$ cat src/logic/pdiv_pkg.sv
// constants and carrier types for the peripheral decode and vector block
package pdiv_pkg;

    // bus widths
    localparam int ADR_W = 16;
    localparam int DAT_W = 8;
    localparam int OFF_W = 8;

    // i/o regions
    localparam logic [15:0] SHORT_IO_LAST = 16'h003F;
    localparam logic [15:0] EXT_IO_LAST = 16'h103F;

    // interrupt controller window holding this block's own registers
    localparam logic [15:0] IRQC_BASE = 16'h0110;
    localparam logic [15:0] IRQC_SIZE = 16'h0010;
    localparam logic [7:0] OFF_FLAG = 8'h00;
    localparam logic [7:0] OFF_ENABLE = 8'h01;
    localparam logic [7:0] OFF_CLEAR = 8'h02;
    localparam logic [7:0] OFF_GLOBAL = 8'h03;
    localparam int GIE_POS = 0;
    localparam logic [7:0] ENABLE_RST = 8'h00;
    localparam logic [7:0] GLOBAL_RST = 8'h00;

    // peripheral windows, index is the select bit
    localparam int NPER = 12;
    localparam int SEL_GPR = 0;
    localparam int SEL_CRC = 1;
    localparam int SEL_NVM = 2;
    localparam int SEL_TMR0 = 3;
    localparam int SEL_TMR1 = 4;
    localparam int SEL_TMR2 = 5;
    localparam int SEL_SER0 = 6;
    localparam int SEL_SER1 = 7;
    localparam int SEL_LOCK = 8;
    localparam int SEL_FUSE = 9;
    localparam int SEL_UROW = 10;
    localparam int SEL_SROW = 11;
    localparam logic [15:0] WIN_BASE [NPER] = '{
        16'h001C, 16'h0120, 16'h1000, 16'h0B00, 16'h0B10, 16'h0B20,
        16'h0800, 16'h0820, 16'h1040, 16'h1050, 16'h1080, 16'h1100};
    localparam logic [15:0] WIN_SIZE [NPER] = '{
        16'h0004, 16'h0010, 16'h0040, 16'h0010, 16'h0010, 16'h0010,
        16'h0020, 16'h0020, 16'h0010, 16'h0010, 16'h0020, 16'h0080};

    // vector numbers and program word addresses
    localparam int VEC_W = 2;
    localparam int VADR_W = 8;
    localparam logic [1:0] VEC_RESET = 2'h0;
    localparam logic [1:0] VEC_NMI = 2'h1;
    localparam logic [1:0] VEC_VLM = 2'h2;
    localparam logic [7:0] VADR_RESET = 8'h00;
    localparam logic [7:0] VADR_NMI = 8'h02;
    localparam logic [7:0] VADR_VLM = 8'h04;

    // access forwarded to the selected peripheral
    typedef struct packed {
        logic stb;
        logic we;
        logic [OFF_W-1:0] off;
        logic [DAT_W-1:0] wdata;
    } pdiv_per_req_t;

    // request held while the bus cycle is in flight
    typedef struct packed {
        logic [ADR_W-1:0] adr;
        logic we;
        logic [DAT_W-1:0] wdata;
    } pdiv_bus_req_t;

endpackage

$ cat src/logic/pdiv_top.sv
// peripheral address decoder and interrupt vector request mapping
// Behaviour
// a source flag sets on its event even while that source is disabled
// each source owns one enable bit, written by software to switch it
// a source requests only while both its enable and its flag are set
// no request is raised unless the global interrupt enable is also set
// a request holds until its flag is cleared; servicing does not drop it
// each vector belongs to one instance; its several sources share it
// vector 0 at word 0x00, vector 1 at 0x02, vector 2 at 0x04
// select scratch block at 0x001C and interrupt controller at 0x0110
// select checksum scanner at 0x0120 and nonvolatile controller at 0x1000
// three type-b timers at 0x0B00, 0x0B10, 0x0B20, 16 bytes each
// two serial ports at 0x0800 and 0x0820
// lock 0x1040, fuses 0x1050, user row 0x1080, signature row 0x1100
// short i/o form reaches 0x00-0x3F only; rest by load and store
// unmapped addresses select nothing, read zero, ignore writes
//
// Added by the designer: the address map and register access over Wishbone.
`timescale 1ns/10ps
`default_nettype none

module pdiv_top #(
    parameter int NSRC = 2
) (
    input wire logic CORE_CLK,
    input wire logic RST,
    input wire logic WB_CYC_I,
    input wire logic WB_STB_I,
    input wire logic WB_WE_I,
    input wire logic WB_SEL_I,
    input wire logic WB_TGA_I,
    input wire logic [pdiv_pkg::ADR_W-1:0] WB_ADR_I,
    input wire logic [pdiv_pkg::DAT_W-1:0] WB_DAT_I,
    output logic [pdiv_pkg::DAT_W-1:0] WB_DAT_O,
    output logic WB_ACK_O,
    output logic [pdiv_pkg::NPER-1:0] PER_SEL,
    output pdiv_pkg::pdiv_per_req_t PER_REQ,
    input wire logic [pdiv_pkg::DAT_W-1:0] PER_RDATA,
    input wire logic [NSRC-1:0] VLM_EVENT,
    input wire logic NMI_PIN,
    output logic IRQ,
    output logic [2:0] VEC_REQ,
    output logic VEC_VALID,
    output logic [pdiv_pkg::VEC_W-1:0] VEC_NUM,
    output logic [pdiv_pkg::VADR_W-1:0] VEC_ADDR
);

    ////////////////////////////////////////////////////////////////////////
    // decode helpers

    // true when an address falls inside a base/size window
    function automatic logic in_win(
        input logic [15:0] a,
        input logic [15:0] base,
        input logic [15:0] size
    );
        logic [15:0] rel;
        rel = 16'(a - base);
        return (a >= base) && (rel < size);
    endfunction

    // one-hot peripheral select; short i/o form is cut off above 0x3F
    function automatic logic [pdiv_pkg::NPER-1:0] per_hit(
        input logic [15:0] a,
        input logic short_io
    );
        logic [pdiv_pkg::NPER-1:0] h;
        h = '0;
        for (int i = 0; i < pdiv_pkg::NPER; i++)
        begin
            h[i] = in_win(a, pdiv_pkg::WIN_BASE[i], pdiv_pkg::WIN_SIZE[i]);
        end
        if (short_io && (a > pdiv_pkg::SHORT_IO_LAST))
        begin
            h = '0;
        end
        return h;
    endfunction

    ////////////////////////////////////////////////////////////////////////
    // bus cycle sequencing

    typedef enum logic [1:0] {ST_IDLE, ST_WAIT, ST_ACK} pdiv_state_t;

    pdiv_state_t state_q;
    pdiv_pkg::pdiv_bus_req_t req;
    logic take;
    logic [pdiv_pkg::NPER-1:0] hit;
    logic ctrl_hit;
    logic [pdiv_pkg::OFF_W-1:0] ctrl_off;
    logic [pdiv_pkg::OFF_W-1:0] per_off;
    logic own_q;
    logic [pdiv_pkg::DAT_W-1:0] own_rdata;

    // request taken once per cycle, only while idle
    assign take = WB_CYC_I && WB_STB_I && (state_q == ST_IDLE);
    assign req.adr = WB_ADR_I;
    assign req.we = WB_WE_I && WB_SEL_I;
    assign req.wdata = WB_DAT_I;
    assign hit = per_hit(req.adr, WB_TGA_I);
    assign ctrl_hit = in_win(req.adr, pdiv_pkg::IRQC_BASE,
        pdiv_pkg::IRQC_SIZE) && !(WB_TGA_I
        && (req.adr > pdiv_pkg::SHORT_IO_LAST));
    assign ctrl_off = 8'(req.adr - pdiv_pkg::IRQC_BASE);

    // offset inside whichever window was hit
    always_comb
    begin
        per_off = '0;
        for (int i = 0; i < pdiv_pkg::NPER; i++)
        begin
            if (hit[i])
            begin
                per_off = 8'(req.adr - pdiv_pkg::WIN_BASE[i]);
            end
        end
    end

    // three-step sequence keeps ack a single cycle wide
    always_ff @(posedge CORE_CLK)
    begin
        if (RST)
        begin
            state_q <= ST_IDLE;
        end
        else
        begin
            case (state_q)
                ST_IDLE:
                begin
                    if (take)
                    begin
                        state_q <= ST_WAIT;
                    end
                end
                ST_WAIT:
                begin
                    state_q <= ST_ACK;
                end
                default:
                begin
                    state_q <= ST_IDLE;
                end
            endcase
        end
    end

    // forwarded strobe lasts one cycle; select holds until the ack
    always_ff @(posedge CORE_CLK)
    begin
        if (RST)
        begin
            PER_SEL <= '0;
            PER_REQ <= '0;
            own_q <= 1'b0;
        end
        else if (take)
        begin
            PER_SEL <= hit;
            PER_REQ.stb <= |hit;
            PER_REQ.we <= req.we && (|hit);
            PER_REQ.off <= per_off;
            PER_REQ.wdata <= req.wdata;
            own_q <= ctrl_hit;
        end
        else
        begin
            PER_REQ.stb <= 1'b0;
            if (state_q == ST_ACK)
            begin
                PER_SEL <= '0;
                own_q <= 1'b0;
            end
        end
    end

    // answer: peripheral data, own register, or zero when unmapped
    always_ff @(posedge CORE_CLK)
    begin
        if (RST)
        begin
            WB_ACK_O <= 1'b0;
            WB_DAT_O <= '0;
        end
        else
        begin
            WB_ACK_O <= (state_q == ST_WAIT);
            if (state_q == ST_WAIT)
            begin
                if (own_q)
                begin
                    WB_DAT_O <= own_rdata;
                end
                else if (|PER_SEL)
                begin
                    WB_DAT_O <= PER_RDATA;
                end
                else
                begin
                    WB_DAT_O <= '0;
                end
            end
        end
    end

    ////////////////////////////////////////////////////////////////////////
    // interrupt controller registers

    logic [NSRC-1:0] flag_q;
    logic [NSRC-1:0] enable_q;
    logic gie_q;
    logic [pdiv_pkg::OFF_W-1:0] own_off_q;
    logic own_wr;
    logic [NSRC-1:0] clr;

    assign own_wr = take && ctrl_hit && req.we;
    assign clr = (own_wr && (ctrl_off == pdiv_pkg::OFF_CLEAR))
        ? req.wdata[NSRC-1:0] : '0;

    // keep the offset for the read answer
    always_ff @(posedge CORE_CLK)
    begin
        if (RST)
        begin
            own_off_q <= '0;
        end
        else if (take)
        begin
            own_off_q <= ctrl_off;
        end
    end

    // flags set on events whatever the enable; set beats a clear
    always_ff @(posedge CORE_CLK)
    begin
        if (RST)
        begin
            flag_q <= '0;
        end
        else
        begin
            flag_q <= (flag_q & ~clr) | VLM_EVENT;
        end
    end

    // per-source enables
    always_ff @(posedge CORE_CLK)
    begin
        if (RST)
        begin
            enable_q <= pdiv_pkg::ENABLE_RST[NSRC-1:0];
        end
        else if (own_wr && (ctrl_off == pdiv_pkg::OFF_ENABLE))
        begin
            enable_q <= req.wdata[NSRC-1:0];
        end
    end

    // global enable
    always_ff @(posedge CORE_CLK)
    begin
        if (RST)
        begin
            gie_q <= pdiv_pkg::GLOBAL_RST[pdiv_pkg::GIE_POS];
        end
        else if (own_wr && (ctrl_off == pdiv_pkg::OFF_GLOBAL))
        begin
            gie_q <= req.wdata[pdiv_pkg::GIE_POS];
        end
    end

    // read mux; clear register reads as zero
    always_comb
    begin
        own_rdata = '0;
        if (own_off_q == pdiv_pkg::OFF_FLAG)
        begin
            own_rdata[NSRC-1:0] = flag_q;
        end
        else if (own_off_q == pdiv_pkg::OFF_ENABLE)
        begin
            own_rdata[NSRC-1:0] = enable_q;
        end
        else if (own_off_q == pdiv_pkg::OFF_GLOBAL)
        begin
            own_rdata[pdiv_pkg::GIE_POS] = gie_q;
        end
    end

    ////////////////////////////////////////////////////////////////////////
    // vector requests

    logic nmi_meta_q;
    logic nmi_sync_q;
    logic vlm_req;

    // pin crosses in from outside, two flops before use
    always_ff @(posedge CORE_CLK)
    begin
        if (RST)
        begin
            nmi_meta_q <= 1'b0;
            nmi_sync_q <= 1'b0;
        end
        else
        begin
            nmi_meta_q <= NMI_PIN;
            nmi_sync_q <= nmi_meta_q;
        end
    end

    // all monitor sources share one vector line
    assign vlm_req = gie_q && (|(flag_q & enable_q));

    // per-vector request lines; no service input, so only a flag clear or clearing its enable or the global enable drops it
    always_ff @(posedge CORE_CLK)
    begin
        if (RST)
        begin
            VEC_REQ <= 3'h1;
            IRQ <= 1'b0;
        end
        else
        begin
            VEC_REQ <= {vlm_req, nmi_sync_q, 1'b0};
            IRQ <= vlm_req;
        end
    end

    // lowest pending vector with its program word address
    always_ff @(posedge CORE_CLK)
    begin
        if (RST)
        begin
            VEC_VALID <= 1'b1;
            VEC_NUM <= pdiv_pkg::VEC_RESET;
            VEC_ADDR <= pdiv_pkg::VADR_RESET;
        end
        else if (nmi_sync_q)
        begin
            VEC_VALID <= 1'b1;
            VEC_NUM <= pdiv_pkg::VEC_NMI;
            VEC_ADDR <= pdiv_pkg::VADR_NMI;
        end
        else if (vlm_req)
        begin
            VEC_VALID <= 1'b1;
            VEC_NUM <= pdiv_pkg::VEC_VLM;
            VEC_ADDR <= pdiv_pkg::VADR_VLM;
        end
        else
        begin
            VEC_VALID <= 1'b0;
            VEC_NUM <= pdiv_pkg::VEC_RESET;
            VEC_ADDR <= pdiv_pkg::VADR_RESET;
        end
    end

endmodule

`default_nettype wire

$ cat config.mk
export PLATFORM = sky130hd
export DESIGN_NAME = pdiv_top
export DESIGN_NICKNAME = d
export VERILOG_FILES = /design/src/logic/pdiv_pkg.sv /design/src/logic/pdiv_top.sv
export SDC_FILE = /design/constraint.sdc
export NUM_CORES = 1
export LEC_CHECK = 0
export BUFFER_PORTS_ARGS = -buffer_cell sky130_fd_sc_hd__buf_2
export CORE_MARGIN = 4
export CORE_UTILIZATION = 40
export DETAILED_ROUTE_END_ITERATION = 6
export PLACE_DENSITY = 0.67
export SYNTH_ARGS = -nofsm -noshare
export SYNTH_HDL_FRONTEND = slang
export SYNTH_SLANG_ARGS = --single-unit
$ cat constraint.sdc
create_clock -name CORE_CLK -period 3.7 [get_ports CORE_CLK]
set_clock_uncertainty 0.05 [all_clocks]
set_input_delay 0.555 -clock CORE_CLK [delete_from_list [all_inputs] [get_ports CORE_CLK]]
set_output_delay 0.555 -clock CORE_CLK [all_outputs]
set_load 0.1 [all_outputs]
# After elaboration in Yosys (flattened, before gate mapping)
# Index checks and enable logic that the tools add are counted.
totals:
  register_bits: 67
  latchBits: 0
  ram_bits: 0
  romBits: 0
  memories: 0
op_classes:
  n_addsub: 13
  mul: 0
  div_mod_pow: 0
  magnitude_cmp: 27
  n_eq_ne: 8
  n_shift: 0
  n_mux: 32
  n_bitwise: 5
  reduce_logical: 34
op_table:
  columns: ["cell", "count"]
  rows:
  - ["less-than comparator 16 x 5 -> 1 bit (second input constant)", 7]
  - ["two-way mux 8 bit", 14]
  - ["greater-or-equal comparator 16 x 12 -> 1 bit (second input constant)", 5]
  - ["greater-or-equal comparator 16 x 13 -> 1 bit (second input constant)", 5]
  - ["subtractor 16 x 12 -> 16 bit (second input constant)", 5]
  - ["subtractor 16 x 13 -> 16 bit (second input constant)", 5]
  - ["less-than comparator 16 x 6 -> 1 bit (second input constant)", 3]
  - ["two-way mux 12 bit", 3]
  - ["greater-or-equal comparator 16 x 9 -> 1 bit (second input constant)", 2]
  - ["subtractor 16 x 9 -> 16 bit (second input constant)", 2]
  - ["logical AND 1 bit", 25]
  - ["== test 8 x 2 -> 1 bit (second input constant)", 3]
  - ["OR reduction 12 bit", 2]
  - ["== test 8 x 1 -> 1 bit (second input constant)", 2]
  - ["greater-or-equal comparator 16 x 5 -> 1 bit (second input constant)", 1]
  - ["> comparator 16 x 6 -> 1 bit (second input constant)", 1]
  - ["less-than comparator 16 x 3 -> 1 bit (second input constant)", 1]
  - ["less-than comparator 16 x 7 -> 1 bit (second input constant)", 1]
  - ["less-than comparator 16 x 8 -> 1 bit (second input constant)", 1]
  - ["subtractor 16 x 5 -> 16 bit (second input constant)", 1]
  - ["two-way mux 2 bit", 5]
  - ["zero test 8 bit", 1]
  - ["two-way mux 1 bit", 8]
  - ["OR reduction 2 bit", 3]
  - ["12 further kinds", 13]

# Depth between registers and ports, before layout
logic_depth:
  word_depth: 16
  depth_mapped: 12

# Least setup slack after synthesis
# No wires, ideal clock.
synth_path:
  path_type: "input to register"
  from: "in WB_ADR_I[7] (netlist bit)"
  to: "reg PER_REQ[10] (netlist bit)"
  setup_time_ns: 0.131
  arrival_time_ns: 3.004
  slack_ns: 0.515
  cell_stages: 11
  path_cell_list: "buf_2 inv_1 ha_1 nor3b_1 a21oi_1 o221a_2 and4_4 or4_1 nor4_2 a21o_1 a21oi_2"
synth_via:
  elab_chain_len: 16
synth_lines:
  columns: ["element", "line", "rtl"]
  rows:
  - ["start: declaration", "pdiv_top.sv:32", "input wire logic [pdiv_pkg::ADR_W-1:0] WB_ADR_I,"]
  - ["subtractor 16 x 5 -> 16 bit", null, null]
  - ["less-than comparator 16 x 3 -> 1 bit", "pdiv_top.sv:59", "return (a >= base) && (rel < size);"]
  - ["logical AND 1 bit", "pdiv_top.sv:59", null]
  - ["two-way mux 12 bit *", "pdiv_top.sv:73", "if (short_io && (a > pdiv_pkg::SHORT_IO_LAST))"]
  - ["two-way mux 8 bit (11 in series)", "pdiv_top.sv:112", "if (hit[i])"]
  - ["two-way mux 8 bit *", "pdiv_top.sv:112", null]
  - ["end: declaration", "pdiv_top.sv:37", "output pdiv_pkg::pdiv_per_req_t PER_REQ,"]
# Mark *: on every way between the ends. The rest lies on a longest branch, timed or not.
# A chain may end at the register's enable or synchronous reset.

# Worst setup path after layout
layout_path:
  from: "in WB_ADR_I[6] (netlist bit)"
  to: "reg PER_REQ[10] (netlist bit)"
# Same word-level chain as after synthesis.

==> metrics.yaml <==
power:
  power.ir.vdd_worst_uv: 298.8
  power_density_nw_per_um2: 342.6
  p_leak_nw: 2.320
detailed_routing:
  via_per_inst: 6.083
  routed_wire_length_per_instance_um: 19.55
  drt_iter0_drc: 528
  via_count: 4988
  final_antenna_net_count: 0
  dr.pass1.iters: 6
  totalWireLength_mm: 16.03
  drcViolationCount: 0
worst_setup_path:
  path_buf_inv: 2
  path_cells: "buf_2, inv_1, ha_1, nor3b_1, a21o_1, a311oi_1, and4_1, or4_1, nor4_2, a21o_1, a21oi_2"
  critical_r2r_launch: "state_q[0]$_SDFFE_PP0P_"
  data_arrival_time_at_the_worst_slack_endpoint_ns: 3.40
  cpMostUsedCell: "a21o_1"
  worst_path_dominant_cell_family: "simple AND/OR/NAND/NOR gates"
  critPathMaxStageDelay_ns: 0.52
  cp_num_cells: 11
  cp_data_required_time_ns: 3.84
  worst_setup_path_end_kind: "flip-flop"
  critical_path.slowest_cell: "or4_1"
  worst_setup_path_start: "WB_ADR_I[6]"
  path_class: "in -> reg"
  timing.critical_path.fanout_max: 7
  crit-reg2reg-capture: "PER_REQ[12]$_SDFFE_PP0P_"
  setup.worst_path.end: "PER_REQ[10]$_SDFFE_PP0P_"
  critical_path.startpoint_type: "input port"
  r2r.worst_path.cells: 8
  timing.reg2reg.setup_slack_ns: 1.58
clock_network:
  cts-hold-fix-buffers: 0
  cts.sinks: 62
  cts_buffers: 9
  cts_setup_buffers: 0
  cts.clk_slew.worst_paths_ns: 0.05
  tritoncts_clock_tree: "built"
  cts_max_level: 3
  resized_gates_after_cts: 0
  cts_buffer_depth: 2
  clk_root_buffer_cell: "clkbuf_16"
  clkLatencyLatePin_ns: 0.32
synth:
  synth_xor_xnor_area_share: 0.03715
  seq_area_frac_synth: 0.2632
  synth_async_sr_flop_share: 0
  unique_masters_post_synth: 89
  synth_top_flop_cell: "dfxtp_1"
  synth_top_family_by_area: "simple AND/OR/NAND/NOR gates"
  flip_flop_and_latch_count_after_synthesis: 62
  syn-instance-count: 583
  yosys.area_share.simple: 0.2863
  postSynthAreaPerCell_um2: 8.089
  synth_enable_flop_cells: 0
  post_synthesis_adder_cell_area_fraction: 0.06898
  synthMuxAreaShare: 0.01512
  yosysWarnings: 0
  syn-cell-area_um2: 4716
  synth-compound-area-share: 0.2486
global_routing:
  first_pass_grt_wire_length_mm: 24.51
  grt_pass1_vias: 4525
  global_route_total_usage_across_every_layer: 0.2272
  maximum_number_of_pins_on_one_net_before_global_route_repair: 40
  grt_antenna_before_repair: 0
  global_route.overflow_total: 0
floorplanning:
  floorplan.core_area_um2: 11470
  die_height_um: 116.6
  fp.dieArea_um2: 13590
  core.rowCount: 39
  die_w_um: 116.6
  initial_core_utilization: 0.4112
  ioPinCount: 96
timing:
  timing.setup.tns_ns: 0
  tightest_slew_ns: 0.8287
  setup_viol: 0
  min_period_over_period: 0.8804
  timing.final.hold_violations: 0
  maxSlewHeadroom: 0.4460
  post-route-min-period_ns: 3.257
  rsz_0062_raised_after_global_routing: "false"
  upper_clock_frequency_limit_mhz: 307.0
  slew_violations: 0
layout:
  most-common-layout-cells: "buf_2 (89), dfxtp_1 (62), nand2_1 (59)"
  finalCoreUtilization: 0.4864
  total_inserted_antenna_cells: 0
  final.fill_count: 1102
  finalNetCount: 740
  synth_to_layout_area_growth_pct: 18.28
  mostFrequentLayoutCell: "buf_2"
  drive_above_1_share: 0.2467
outcome:
  run_status: "completed"
placed_design:
  routabilityCongestion: 1.000
  numPortBuffers: 89
  hpwl_mm: 12.25
run:
  maxCapViolCount: 0
hold_path:
  min-delay-path-class: "in -> reg"
## sequential cells by signal (all words and copies together) (netlist names), 2 cells and up
signal	cells
own_off_q	8
WB_DAT_O	8
flag_q	2
PER_SEL	12
enable_q	2
VEC_REQ	2
PER_REQ	18
state_q	2
## synthesized netlist by cell type (11+ instances only)
master,count,area share
nand2_1,59,0.047
nand2b_1,13,0.017
nor2_1,38,0.030
dfxtp_1,62,0.26
inv_1,16,0.013
a211oi_1,16,0.025
buf_2,11,0.012
nor3_1,15,0.016
a21oi_1,36,0.038
o21ai_0,14,0.015
a22o_1,15,0.028
nand4_1,11,0.015
xnor2_1,17,0.032
buf_4,14,0.022
nor2b_1,11,0.015
nand3_1,18,0.019
and3_1,11,0.015
ha_1,26,0.069
## cell families after synthesis
family                     after synthesis
DFF                                     62
xor gates and xnor gates                20
AOI/OAI and AO/OA                      159
buffers and inverters                   67
and+or+nand+nor                        241
muxes                                    7
other                                    1
adders and majority gates               26
## per-layer routing
layer	vias to the layer above	part of all wire	track usage
met2	302	0.45	0.3520
met5	-	0	0
met3	35	0.10	0.03523
met4	0	0.024	0.07416
li1	2317	-	-
met1	2334	0.43	0.3230
## worst min path at each step
stage,from,to,slack (ns),cells past startpoint
floorplan,nmi_sync_q$_SDFF_PP0_,VEC_ADDR[2]$_SDFF_PP0_,0.36,1
global placement,nmi_meta_q$_SDFF_PP0_,nmi_sync_q$_SDFF_PP0_,0.37,1
detailed placement,nmi_sync_q$_SDFF_PP0_,VEC_ADDR[2]$_SDFF_PP0_,0.40,1
CTS,PER_RDATA[2],WB_DAT_O[2]$_SDFFE_PP0P_,0.40,2
global route,VLM_EVENT[0],flag_q[0]$_SDFF_PP0_,0.41,3
finish,PER_RDATA[5],WB_DAT_O[5]$_SDFFE_PP0P_,0.40,2
## cell type report
type,count,area [um^2],share of cell area
clock buffers,11,242.7,0.04352
clock inverters,5,33.78,0.006057
inverters,17,63.81,0.01144
multi-input cells,459,3117,0.5588
flip-flops and latches,62,1241,0.2225
well taps,143,178.9,0.03208
repair buffers,123,700.7,0.1256
## where the power goes
| part | leakage, nW | internal, W | switching [W] |
|---|---|---|---|
| clock network | 0.132 | 0.000471 | 0.000298 |
| logic | 1.68 | 0.000127 | 0.000319 |
| registers | 0.504 | 0.000686 | 0.00000943 |
## through the flow
step | cells | hold WS [ns] | setup WS, ns | total power, W | area (um^2)
2_1_floorplan | 588 | 0.3626 | 0.5150 | 0.001030 | 4735
3_5_place_dp | 804 | 0.3950 | 0.1708 | 0.001146 | 5301
3_3_place_gp | 804 | 0.3702 | 0.2373 | 0.001141 | 5301
4_1_cts | 820 | 0.3970 | 0.4983 | 0.001910 | 5578
6_report | 820 | 0.3999 | 0.4427 | 0.001911 | 5578
5_1_grt | 820 | 0.4052 | 0.2673 | 0.001980 | 5578
## worst register-to-register path: stages (launching register included)
cell and delay, ns:
dfxtp_1 0.31, nor2_1 0.12, and3_1 0.32, buf_4 0.34, nand2_1 0.32, inv_2 0.29
nand3_1 0.11, o41a_1 0.12, o21ai_1 0.07
Note: power is estimated with default switching activity, not from simulation.
